<file path="src/hw/smcr_defines.svh">
/*
  constants of the serial motor-control register bank: register addresses,
  field positions, reset values and timing figures.
  assumes it is included by bare name from every file that needs it.
*/
`ifndef SMCR_DEFINES_SVH
`define SMCR_DEFINES_SVH

// frame layout
`define SMCR_FRAME_BITS 16
`define SMCR_RW_POS 0
`define SMCR_ADDR_LSB 1
`define SMCR_DATA_LSB 8

// 7-bit register addresses
`define SMCR_ADDR_COIL_HIGH 7'h0E
`define SMCR_ADDR_COIL_LOW 7'h1E
`define SMCR_ADDR_SPIN_CTRL 7'h2E
`define SMCR_ADDR_SPIN_DELAY 7'h3E

// reset values
`define SMCR_RESET_REG 8'h00
`define SMCR_RESET_MIN_ON 12'h000

// coil setpoint high register fields, and the sign bit position within the 14-bit setpoint
`define SMCR_COIL_HIGH_MSB 5
`define SMCR_COIL_METHOD_POS 6
`define SMCR_COIL_CAL_POS 7
`define SMCR_COIL_SIGN_POS 13

// spindle control fields
`define SMCR_SEQ_STEP_POS 0
`define SMCR_STARTUP_POS 1
`define SMCR_SEQ_CLEAR_POS 2
`define SMCR_RUN_POS 3
`define SMCR_SPIN_EN_POS 4
`define SMCR_PERIOD_POS 5
`define SMCR_SPIN_PWM_POS 6
`define SMCR_FEEDBACK_POS 7

// spindle delay fields
`define SMCR_MASK_POS 0
`define SMCR_MIN_LO_POS 1
`define SMCR_MIN_HI_POS 2
`define SMCR_POLE8_POS 3
`define SMCR_DELAY_MSB_POS 4
`define SMCR_DELAY_LSB_POS 7

// clock and minimum on-times
`define SMCR_CLK_MHZ 250
`define SMCR_MIN_ON_00_NS 5900
`define SMCR_MIN_ON_01_NS 1400
`define SMCR_MIN_ON_10_NS 12000
`define SMCR_MIN_ON_11_NS 5210
`define SMCR_NS_TO_CYC(ns) ((((ns) * `SMCR_CLK_MHZ) + 999) / 1000)

`endif

</file>
<file path="src/hw/smcr_pkg.sv">
/*
  types shared by the serial motor-control register bank.
  assumes nothing beyond a SystemVerilog compiler.
*/
package smcr_pkg;
  // spindle commutation phases, gray coded along the step order
  typedef enum logic [2:0] {
    SMCR_PH1 = 3'h0,
    SMCR_PH2 = 3'h1,
    SMCR_PH3 = 3'h3,
    SMCR_PH4 = 3'h2,
    SMCR_PH5 = 3'h6,
    SMCR_PH6 = 3'h4
  } smcr_phase_t;
endpackage

</file>
<file path="src/hw/smcr_regs.sv">
/*
  serial register port and write-only control bank for a spindle and
  voice-coil controller: frame receiver, read-back driver, double-buffered
  coil setpoint, spindle control and delay fields, commutation sequencer.
  assumes the host drives select, serial clock and data asynchronously to
  ref_clk, with serial clock phases of at least 15 ns (ref_clk is 4 ns).
*/
`include "smcr_defines.svh"
`timescale 1ns/1ps
`default_nettype none

module smcr_regs #(
  parameter int FRAME_BITS = `SMCR_FRAME_BITS
) (
  input wire logic ref_clk,
  input wire logic rstn,
  input wire logic serial_select,
  input wire logic serial_clk,
  input wire logic serial_data_line_in,
  output logic serial_data_line_out,
  output logic serial_data_line_oe,
  output logic [13:0] coil_setpoint,
  output logic coil_current_sign,
  output logic [12:0] coil_current_mag,
  output logic coil_drive_method,
  output logic coil_calibrate,
  output smcr_pkg::smcr_phase_t sequencer_phase,
  output logic internal_startup,
  output logic spinup_start,
  output logic spindle_logic_reset,
  output logic spindle_enable,
  output logic speed_period_select,
  output logic spindle_pwm_mode,
  output logic feedback_source_select,
  output logic mask_window_short,
  output logic [1:0] min_on_time_sel,
  output logic [11:0] min_on_cycles,
  output logic pole8_select,
  output logic [3:0] commutation_delay_field
);
  import smcr_pkg::*;

  // the receiver decodes fixed bit positions, so only the documented frame fits
  generate
    if (FRAME_BITS != `SMCR_FRAME_BITS)
    begin : g_bad_frame
      $error("smcr_regs: only a sixteen-bit frame is supported");
    end
    if (2 * `SMCR_DATA_LSB != `SMCR_FRAME_BITS)
    begin : g_bad_layout
      $error("smcr_regs: data byte must fill the second half of the frame");
    end
    // the longest on-time must fit the twelve-bit cycle count
    if (`SMCR_NS_TO_CYC(`SMCR_MIN_ON_10_NS) > 4095)
    begin : g_bad_min_on
      $error("smcr_regs: minimum on-time exceeds the cycle counter");
    end
  endgenerate

  localparam logic [11:0] MIN_ON_00 = 12'(`SMCR_NS_TO_CYC(`SMCR_MIN_ON_00_NS));
  localparam logic [11:0] MIN_ON_01 = 12'(`SMCR_NS_TO_CYC(`SMCR_MIN_ON_01_NS));
  localparam logic [11:0] MIN_ON_10 = 12'(`SMCR_NS_TO_CYC(`SMCR_MIN_ON_10_NS));
  localparam logic [11:0] MIN_ON_11 = 12'(`SMCR_NS_TO_CYC(`SMCR_MIN_ON_11_NS));
  localparam logic [4:0] LAST_BIT = 5'(FRAME_BITS - 1);
  localparam logic [4:0] ADDR_DONE = 5'(`SMCR_DATA_LSB - 1);
  localparam logic [4:0] DATA_FIRST = 5'(`SMCR_DATA_LSB);

  function automatic smcr_phase_t step_phase(input smcr_phase_t ph);
    case (ph)
      SMCR_PH1: step_phase = SMCR_PH2;
      SMCR_PH2: step_phase = SMCR_PH3;
      SMCR_PH3: step_phase = SMCR_PH4;
      SMCR_PH4: step_phase = SMCR_PH5;
      SMCR_PH5: step_phase = SMCR_PH6;
      default: step_phase = SMCR_PH1;
    endcase
  endfunction

  function automatic logic [11:0] min_on_lookup(input logic [1:0] sel);
    case (sel)
      2'h0: min_on_lookup = MIN_ON_00;
      2'h1: min_on_lookup = MIN_ON_01;
      2'h2: min_on_lookup = MIN_ON_10;
      default: min_on_lookup = MIN_ON_11;
    endcase
  endfunction

  // one-hot register select, shared by the write strobes and the read mux
  function automatic logic [3:0] reg_decode(input logic [6:0] addr);
    case (addr)
      `SMCR_ADDR_COIL_HIGH: reg_decode = 4'h1;
      `SMCR_ADDR_COIL_LOW: reg_decode = 4'h2;
      `SMCR_ADDR_SPIN_CTRL: reg_decode = 4'h4;
      `SMCR_ADDR_SPIN_DELAY: reg_decode = 4'h8;
      default: reg_decode = 4'h0;
    endcase
  endfunction

  // pin synchronisers; the third clock stage only serves edge detection
  // each serial clock phase must span at least three ref_clk cycles or an edge is lost
  logic sel_s1, sel_s2;
  logic sck_s1, sck_s2, sck_s3;
  logic sdi_s1, sdi_s2;

  always_ff @(posedge ref_clk or negedge rstn)
  begin
    if (!rstn)
    begin
      sel_s1 <= 1'b0;
      sel_s2 <= 1'b0;
      sck_s1 <= 1'b0;
      sck_s2 <= 1'b0;
      sck_s3 <= 1'b0;
      sdi_s1 <= 1'b0;
      sdi_s2 <= 1'b0;
    end
    else
    begin
      sel_s1 <= serial_select;
      sel_s2 <= sel_s1;
      sck_s1 <= serial_clk;
      sck_s2 <= sck_s1;
      sck_s3 <= sck_s2;
      sdi_s1 <= serial_data_line_in;
      sdi_s2 <= sdi_s1;
    end
  end

  logic sck_rise;
  logic sck_fall;
  assign sck_rise = sck_s2 & ~sck_s3;
  assign sck_fall = ~sck_s2 & sck_s3;

  // frame receiver
  logic [4:0] bit_cnt;
  logic [15:0] shreg;
  logic [15:0] next_word;
  logic take_bit;
  logic frame_done;
  logic wr_commit;
  logic [6:0] wr_addr;
  logic [7:0] wr_data;

  assign take_bit = sel_s2 & sck_rise & (bit_cnt <= LAST_BIT);
  assign next_word = {sdi_s2, shreg[15:1]};
  assign frame_done = take_bit & (bit_cnt == LAST_BIT);
  assign wr_commit = frame_done & (next_word[`SMCR_RW_POS] == 1'b0);
  assign wr_addr = next_word[`SMCR_DATA_LSB-1:`SMCR_ADDR_LSB];
  assign wr_data = next_word[15:`SMCR_DATA_LSB];

  always_ff @(posedge ref_clk or negedge rstn)
  begin
    if (!rstn)
    begin
      bit_cnt <= 5'h00;
      shreg <= 16'h0000;
    end
    else if (!sel_s2)
      bit_cnt <= 5'h00;
    else if (take_bit)
    begin
      bit_cnt <= bit_cnt + 5'h01;
      shreg <= next_word;
    end
  end

  // register bank
  logic [7:0] coil_high_pending;
  logic [7:0] coil_high_active;
  logic [7:0] coil_low;
  logic [7:0] spin_ctrl;
  logic [7:0] spin_delay;
  logic ctrl_wr;
  logic delay_wr;
  logic step_edge;

  logic [3:0] wr_sel;
  logic seq_clear;

  // unmapped addresses decode to no strobe, so such writes are dropped
  assign wr_sel = reg_decode(wr_addr);
  assign ctrl_wr = wr_commit & wr_sel[2];
  assign delay_wr = wr_commit & wr_sel[3];
  assign step_edge = ctrl_wr & wr_data[`SMCR_SEQ_STEP_POS] & ~spin_ctrl[`SMCR_SEQ_STEP_POS];

  always_ff @(posedge ref_clk or negedge rstn)
  begin
    if (!rstn)
    begin
      coil_high_pending <= `SMCR_RESET_REG;
      coil_high_active <= `SMCR_RESET_REG;
      coil_low <= `SMCR_RESET_REG;
    end
    else if (wr_commit)
    begin
      if (wr_sel[0])
        coil_high_pending <= wr_data;
      if (wr_sel[1])
      begin
        coil_low <= wr_data;
        coil_high_active <= coil_high_pending;
      end
    end
  end

  always_ff @(posedge ref_clk or negedge rstn)
  begin
    if (!rstn)
      spin_ctrl <= `SMCR_RESET_REG;
    else if (ctrl_wr)
      spin_ctrl <= wr_data;
  end

  always_ff @(posedge ref_clk or negedge rstn)
  begin
    if (!rstn)
    begin
      spin_delay <= `SMCR_RESET_REG;
      min_on_cycles <= `SMCR_RESET_MIN_ON;
    end
    else if (delay_wr)
    begin
      spin_delay <= wr_data;
      min_on_cycles <= min_on_lookup({wr_data[`SMCR_MIN_HI_POS], wr_data[`SMCR_MIN_LO_POS]});
    end
  end

  // the clear bit is a level, so it beats any step in the same write;
  // the stored bit still counts on the edge that writes it away
  assign seq_clear = spin_ctrl[`SMCR_SEQ_CLEAR_POS] | (ctrl_wr & wr_data[`SMCR_SEQ_CLEAR_POS]);

  always_ff @(posedge ref_clk or negedge rstn)
  begin
    if (!rstn)
      sequencer_phase <= SMCR_PH1;
    else if (seq_clear)
      sequencer_phase <= SMCR_PH1;
    else if (step_edge)
      sequencer_phase <= step_phase(sequencer_phase);
  end

  always_ff @(posedge ref_clk or negedge rstn)
  begin
    if (!rstn)
      spinup_start <= 1'b0;
    else
      spinup_start <= ctrl_wr & wr_data[`SMCR_RUN_POS] & ~spin_ctrl[`SMCR_RUN_POS];
  end

  // read-back driver; write-only registers echo their stored value
  function automatic logic [7:0] read_back(input logic [6:0] addr, input logic [7:0] hi,
    input logic [7:0] lo, input logic [7:0] ctl, input logic [7:0] dly);
    case (reg_decode(addr))
      4'h1: read_back = hi;
      4'h2: read_back = lo;
      4'h4: read_back = ctl;
      4'h8: read_back = dly;
      default: read_back = 8'h00;
    endcase
  endfunction

  logic rd_req;
  logic [6:0] rd_addr;
  logic [7:0] tx;
  logic [7:0] rd_word;

  // the word is sampled once, at the fall after the address; a write landing
  // later cannot reach bits already on the line
  assign rd_word = read_back(rd_addr, coil_high_pending, coil_low, spin_ctrl, spin_delay);

  always_ff @(posedge ref_clk or negedge rstn)
  begin
    if (!rstn)
    begin
      rd_req <= 1'b0;
      rd_addr <= 7'h00;
    end
    else if (!sel_s2)
      rd_req <= 1'b0;
    else if (take_bit && bit_cnt == ADDR_DONE)
    begin
      rd_req <= next_word[`SMCR_DATA_LSB];
      rd_addr <= next_word[15:`SMCR_DATA_LSB+1];
    end
  end

  always_ff @(posedge ref_clk or negedge rstn)
  begin
    if (!rstn)
    begin
      tx <= 8'h00;
      serial_data_line_out <= 1'b0;
      serial_data_line_oe <= 1'b0;
    end
    else if (!sel_s2)
      serial_data_line_oe <= 1'b0;
    else if (rd_req && sck_fall && bit_cnt == DATA_FIRST && !serial_data_line_oe)
    begin
      tx <= rd_word;
      serial_data_line_out <= rd_word[0];
      serial_data_line_oe <= 1'b1;
    end
    else if (serial_data_line_oe && take_bit && bit_cnt < LAST_BIT)
    begin
      tx <= {1'b0, tx[7:1]};
      serial_data_line_out <= tx[1];
    end
  end

  // outputs, slices of the registers; spindle_logic_reset is the inverted run bit
  assign coil_setpoint = {coil_high_active[`SMCR_COIL_HIGH_MSB:0], coil_low};
  assign coil_current_sign = coil_high_active[`SMCR_COIL_HIGH_MSB];
  assign coil_current_mag = {coil_high_active[`SMCR_COIL_HIGH_MSB-1:0], coil_low};
  assign coil_drive_method = coil_high_active[`SMCR_COIL_METHOD_POS];
  assign coil_calibrate = coil_high_active[`SMCR_COIL_CAL_POS];
  assign internal_startup = spin_ctrl[`SMCR_STARTUP_POS];
  assign spindle_logic_reset = ~spin_ctrl[`SMCR_RUN_POS];
  assign spindle_enable = spin_ctrl[`SMCR_SPIN_EN_POS];
  assign speed_period_select = spin_ctrl[`SMCR_PERIOD_POS];
  assign spindle_pwm_mode = spin_ctrl[`SMCR_SPIN_PWM_POS];
  assign feedback_source_select = spin_ctrl[`SMCR_FEEDBACK_POS];
  assign mask_window_short = spin_delay[`SMCR_MASK_POS];
  assign min_on_time_sel = {spin_delay[`SMCR_MIN_HI_POS], spin_delay[`SMCR_MIN_LO_POS]};
  assign pole8_select = spin_delay[`SMCR_POLE8_POS];

  // delay field stored msb at bit 4; one step is 1.875 degrees, 0 means 1.875
  genvar gi;
  generate
    for (gi = 0; gi < 4; gi++)
    begin : g_delay
      assign commutation_delay_field[gi] = spin_delay[`SMCR_DELAY_LSB_POS - gi];
    end
  endgenerate
endmodule

`default_nettype wire

</file>
<file path="config.mk">
export PLATFORM = sky130hd
export DESIGN_NAME = smcr_regs
export DESIGN_NICKNAME = d
export VERILOG_FILES = /design/src/hw/smcr_pkg.sv /design/src/hw/smcr_regs.sv
export VERILOG_INCLUDE_DIRS = /design/src /design/src/hw
export SDC_FILE = /design/constraint.sdc
export NUM_CORES = 1
export LEC_CHECK = 0
export BUFFER_PORTS_ARGS = -buffer_cell sky130_fd_sc_hd__buf_2
export CORE_MARGIN = 5
export CORE_UTILIZATION = 56
export DETAILED_ROUTE_END_ITERATION = 16
export GPL_TIMING_DRIVEN = 0
export MAX_ROUTING_LAYER = met4
export PLACE_DENSITY = 0.8
export SYNTH_ARGS = -nofsm -noshare
export SYNTH_HDL_FRONTEND = slang
export SYNTH_SLANG_ARGS = --single-unit
</file>
<file path="constraint.sdc">
create_clock -name ref_clk -period 2.7 [get_ports ref_clk]
set_clock_uncertainty 0.1 [all_clocks]
set_input_delay 0.675 -clock ref_clk [delete_from_list [all_inputs] [get_ports ref_clk]]
set_output_delay 0.675 -clock ref_clk [all_outputs]
set_load 0.02 [all_outputs]
</file>
* Word-level counts from Yosys, hierarchy flattened
Index checks and enable logic that the tools add are counted.
Operators by class: add/subtract/negate cells 1, multiplexer cells 17, order comparisons 2, bitwise gates (word level) 19, equality and inequality tests 24, reduce and logical (&&, ||, !) cells 16
Operators with widths (number):
- one-hot mux 12 bit (3 select lines) | 1
- one-hot mux 4 bit (4 select lines) | 2
- one-hot mux 8 bit (4 select lines) | 1
- == test 7 x 6 -> 1 bit (second input constant) | 4
- 2-to-1 mux 8 bit | 2
- one-hot mux 3 bit (5 select lines) | 1
- == test 7 x 4 -> 1 bit (second input constant) | 2
- == test 7 x 5 -> 1 bit (second input constant) | 2
- bitwise AND 1 bit | 13
- == test 5 x 4 -> 1 bit (second input constant) | 2
- 2-to-1 mux 5 bit | 2
- AND reduction 2 bit | 5
- == test 3 x 2 -> 1 bit (second input constant) | 2
- logical AND 1 bit | 6
- 2-to-1 mux 1 bit | 6
- 2-to-1 mux 3 bit | 2
- inequality test 2 x 1 -> 1 bit (second input constant) | 3
- adder 5 x 1 -> 5 bit (second input constant) | 1
- == test 5 x 3 -> 1 bit (second input constant) | 1
- <= comparator 5 x 4 -> 1 bit (second input constant) | 1
- < comparator 5 x 4 -> 1 bit (second input constant) | 1
- NOT 1 bit | 5
- == test 4 x 1 -> 1 bit (second input constant) | 1
- == test 4 x 2 -> 1 bit (second input constant) | 1
- 11 further kinds | 12
Storage, ports and cells: register bits after elaboration 102, output and inout port bits 62, logic and storage cells 101, input bits 5

* Depth between registers and ports, before layout
depth after elaboration 11, mapped depth 9

* Least setup slack after synthesis
Ideal clock, no wire load.
kind reg2reg, start reg bit_cnt[0], end reg coil_high_active[0], period minus slack after synthesis 2302 ps, slack 398 ps, library setup time 125 ps, required time 2475 ps, stages on the path, launching flop included 9, arrival time 2077 ps, path buffers 1, path through dfrtp_1 > ha_1 > and3_1 > ha_1 > and4b_4 > nand4_4 > nor2_2 > buf_4 > mux2_2
Between the ends: longest elaborated chain between the ends 5
RTL lines:
- start, declared | RTL line smcr_regs.sv:135 | logic [4:0] bit_cnt;
- start signal, assigned | RTL line smcr_regs.sv:162 | bit_cnt <= bit_cnt + 5'h01;
- <= comparator 5 x 4 -> 1 bit | RTL line smcr_regs.sv:144 | assign take_bit = sel_s2 & sck_rise & (bit_cnt <= LAST_BIT);
- bitwise AND 1 bit | RTL line smcr_regs.sv:144
- bitwise AND 1 bit * | RTL line smcr_regs.sv:146 | assign frame_done = take_bit & (bit_cnt == LAST_BIT);
- bitwise AND 1 bit * | RTL line smcr_regs.sv:147 | assign wr_commit = frame_done & (next_word[`SMCR_RW_POS] == 1'b0);
- AND reduction 2 bit (no line) *
- end signal, assigned | RTL line smcr_regs.sv:191 | coil_high_active <= `SMCR_RESET_REG;
- end signal, assigned | RTL line smcr_regs.sv:201 | coil_high_active <= coil_high_pending;
- end, declared | RTL line smcr_regs.sv:169 | logic [7:0] coil_high_active;
Mark *: on every way between the ends. The rest lies on a longest branch, timed or not. A chain may end at the register's enable or synchronous reset.

* Final worst setup path
start reg bit_cnt[0], end reg min_on_cycles[9]
Between the ends: longest elaborated chain between the ends 5
RTL lines:
- <= comparator 5 x 4 -> 1 bit | RTL line smcr_regs.sv:144
- bitwise AND 1 bit | RTL line smcr_regs.sv:144
- bitwise AND 1 bit * | RTL line smcr_regs.sv:146
- bitwise AND 1 bit * | RTL line smcr_regs.sv:147
- bitwise AND 1 bit * | RTL line smcr_regs.sv:183 | assign delay_wr = wr_commit & wr_sel[3];
- end signal, assigned | RTL line smcr_regs.sv:219 | min_on_cycles <= `SMCR_RESET_MIN_ON;
- end signal, assigned | RTL line smcr_regs.sv:224 | min_on_cycles <= min_on_lookup({wr_data[`SMCR_MIN_HI_POS], wr_data[`SMCR_MIN_LO_POS]});
- end, declared | RTL line smcr_regs.sv:37 | output logic [11:0] min_on_cycles,
Marked as above.

==> results.md <==
* Startpoint types: flip-flop
* Post-synth EDFFs at 0
* Most used DFF post-synth: dfrtp_1
* Sequential share of the synthesized area at between 50% and 60%
* Final setup margin at between 0.1 and 0.15 ns
* Worst-path fanout max at 10
* Port bufs at 66
* Post-DP HPWL at slightly below 6000 µm
* Worst-case clock buffer depth at 2
* Fin crit share at between 90 and 100%
* Rows at 32
* Yosys cell types at 43
* Synth Area in Compound Gates at about 5.3%
* Clock transition at path regs at about 0.090 ns
* Initial antenna violation count at 0
* Crit path capture type: flip-flop
* Worst-Skew Late Latency at about 0.36 ns
* Simple-gate share of the synthesized area at under 10%
* Critical Path RT at roughly 2.9 ns
* Placeable core region at 7690 µm²
* GRT Resource Usage Total at 19.4%
* Hold_ws at around 0.25 ns
* Arrival time worst endpoint at 2.71 ns
* Number of nets with antenna violations after routing at 0
* Met1 global-route usage at approximately a quarter
* Starting density of the core at between 50 and 60%
* Avg Cell Area, Syn at between 10 and 15 µm²
* Yosys top cell area share at about 55%
* DRC Markers at 0
* H-Tree Level Count at 3
* MaxCap Viol Count at 0
* Vias in the first global route at roughly 2900
* Area share of fa/ha/maj cells after synthesis at roughly 2.6%
* Global-route wire length before repair at 14500 µm
* R2r setup slk at approximately 0.14 ns
* # placed instances at ~480
* Leakage at roughly 2.7 nW
* Pre-Repair DR Iteration Count at 4
* Share of layout cells above drive strength 1 at between 40% and 50%
* Filler-free cell count of the finished design at 503
* # clock sinks at just under 100
* Slew HR at about a third
* Vias per inst at ~5.4
* Diode count at 0
* Synth top area cells: dfrtp_1, mux2_2, mux4_2
* Die area at slightly below 10000 µm²
* RSZ-0062 raised after global routing: no
* Routed len/inst at about 17 µm
* Syn Inst Count at approximately 320
* Hold Buf Count CTS at 0
* Min Tclk post-route at ~2.6 ns
* Yosys warning total at 0
* Main combinational cell family by area after synthesis: multiplexers
* Endpoints failing hold at 0
* Crit Path Class: reg -> reg
* Starting DRT DRC Count at 121
* VDD IR-drop max at 0.000462 V
* Post-Synth XOR/XNOR Area at 0%
* Met2 Usage GRT at 29.9%
* CTS tree: done
* Slew Limit Fails at 0
* Maximum number of pins on one net before global-route repair at 54
* PwrDens at roughly 550 nW/µm²
* Leading area contributor after synthesis: dfrtp_1
* Outcome: finished clean
* Clk root buf: clkbuf_8
* Fmax at 0.391 GHz
* Actual slew at the worst max-slew pin at 1.01 ns
* Gp weighted congestion at about 0.84
* DR vias at 2706
* Post-route core utilization at 66.2%
* Synth Register Bits at 97
* Global route total overflow at 0
* Drt total wl at roughly 8600 µm
* Die X at slightly below 100 µm
* Final setup violation count at 0
* Most used routing layer: met2
* Syn_nets at around 330
* Die Ht at 98.4 µm
* Area delta synth->final at 16.3%
* Proportion of synthesized area in mux cells at a little under a quarter
* CTS buffer count at 9
* Mapped cell area at 4370 µm²
* Setup WS pre-CTS at between 0.015 and 0.02 ns
* I/O pin cnt at 67
* Async SR Flop Fraction at 100%
* Worst hold-check path type: in -> async
* Nets at 410
* Met3 GRT Util at around 4.4%
-- final timing paths --
path / startpoint / end / depth (start not counted)
worst max-delay path: bit_cnt[0] / min_on_cycles[9] / 9
worst min-delay path: rstn / coil_low[5] / 1
worst max register to register: bit_cnt[0] / min_on_cycles[9] / 9
worst min register to register: sck_s1 / sck_s2 / 0
max in group asynchronous: rstn / bit_cnt[1] / 2
min in group ref_clk: sck_s1 / sck_s2 / 0
-- state kept, by name (all words and copies together) (netlist names), 7 cells and up --
register	flops
rd_addr	7
tx	8
coil_low	8
spin_ctrl	8
spin_delay	8
shreg	15
coil_high_pending	8
min_on_cycles	9
coil_high_active	8
-- worst max-delay path, cell delays in order (launching register included) --
cell and delay, ns:
dfrtp_1 0.44, ha_1 0.20, and3_1 0.16, ha_1 0.20
and4b_4 0.30, nand4_4 0.18, or2_1 0.27, buf_6 0.15
buf_8 0.14, mux2_4 0.29
-- synth_stat cells (2+ instances only) --
cell type  instances
nand3b_1           2
nand2_1           11
mux2_2            65
dfrtp_1           97
and4b_1            2
inv_1              9
o21ai_0           20
a22o_1             7
buf_4             18
or2_1              2
a21oi_1            2
mux4_2             8
buf_6              2
nand4bb_1          2
nor2_1            11
nor4_2             2
nor2b_1            4
mux2_4             3
and2_1             2
nand3_1            3
buf_2              4
nand4_1            2
nand4b_1           2
clkbuf_1           3
nand2b_1           2
ha_1               9
nor3_1             2
mux2i_1            4
-- cell usage in the layout, fill, tap and decap left out, types with 3 or more instances in the layout --
cell and count:
a22o_1 7, buf_2 69, buf_4 22, clkbuf_1 3, clkbuf_8 11, clkinv_2 3, dfrtp_1 97, ha_1 9
inv_1 9, mux2_2 65, mux2_4 3, mux2i_1 4, mux4_2 8, nand2_1 11, nand3_1 3, nor2_1 11
nor2b_1 4, o21ai_0 20
-- stage by stage --
step                      power [W]  TNS [ns]  area [µm²]
final                       0.00282         0        5090
after global routing        0.00295         0        5090
after CTS                   0.00284         0        5060
after detailed placement    0.00187         0        4850
after global placement      0.00186     -5.68        4830
after floorplan             0.00176         0        4370
-- repair_timing --
item                                    4_1_cts  5_1_grt
endpoints found under the setup margin       10       10
pin swaps                                     0        1
hold endpoints to repair                      0        0
resized for setup                             1        0
gates cloned                                  0        0
setup buffers                                 0        3
-- where the power goes --
part,internal [W],total (W),switching [W],leakage [nW]
Combinational,0.0000962,0.000243,0.000147,1.23
Sequential,0.00151,0.00161,0.0000992,1.33
Clock,0.000476,0.000969,0.000493,0.109
-- layer usage --
layer  vias up  part of all wire (%)
li1       1272                     -
met1      1358                    45
met2        64                    49
met3        12                   4.7
met4         0                   1.2
met5         -                     0
-- final cells by class --
| type | count | area [µm²] |
|---|---|---|
| Clock buffer | 11 | 151 |
| Inverter | 9 | 33.8 |
| Clock inverter | 5 | 53.8 |
| Buffer | 29 | 208 |
| Fill cell | 593 | 2600 |
| Tap cell | 102 | 128 |
| Multi-Input combinational cell | 180 | 1710 |
| Sequential cell | 97 | 2430 |
| Timing Repair Buffer | 70 | 375 |
-- kinds of logic (layout without fill, tap and decap cells) --
kind of cell,Yosys count,in the layout
adder cells (fa/ha/maj),9,9
buffers and inverters,38,124
multiplexers,80,80
flip-flops,97,97
AND/OR/NAND/NOR,57,57
AO/OA/AOI/OAI,34,34
(Power assumes the default switching activity.)
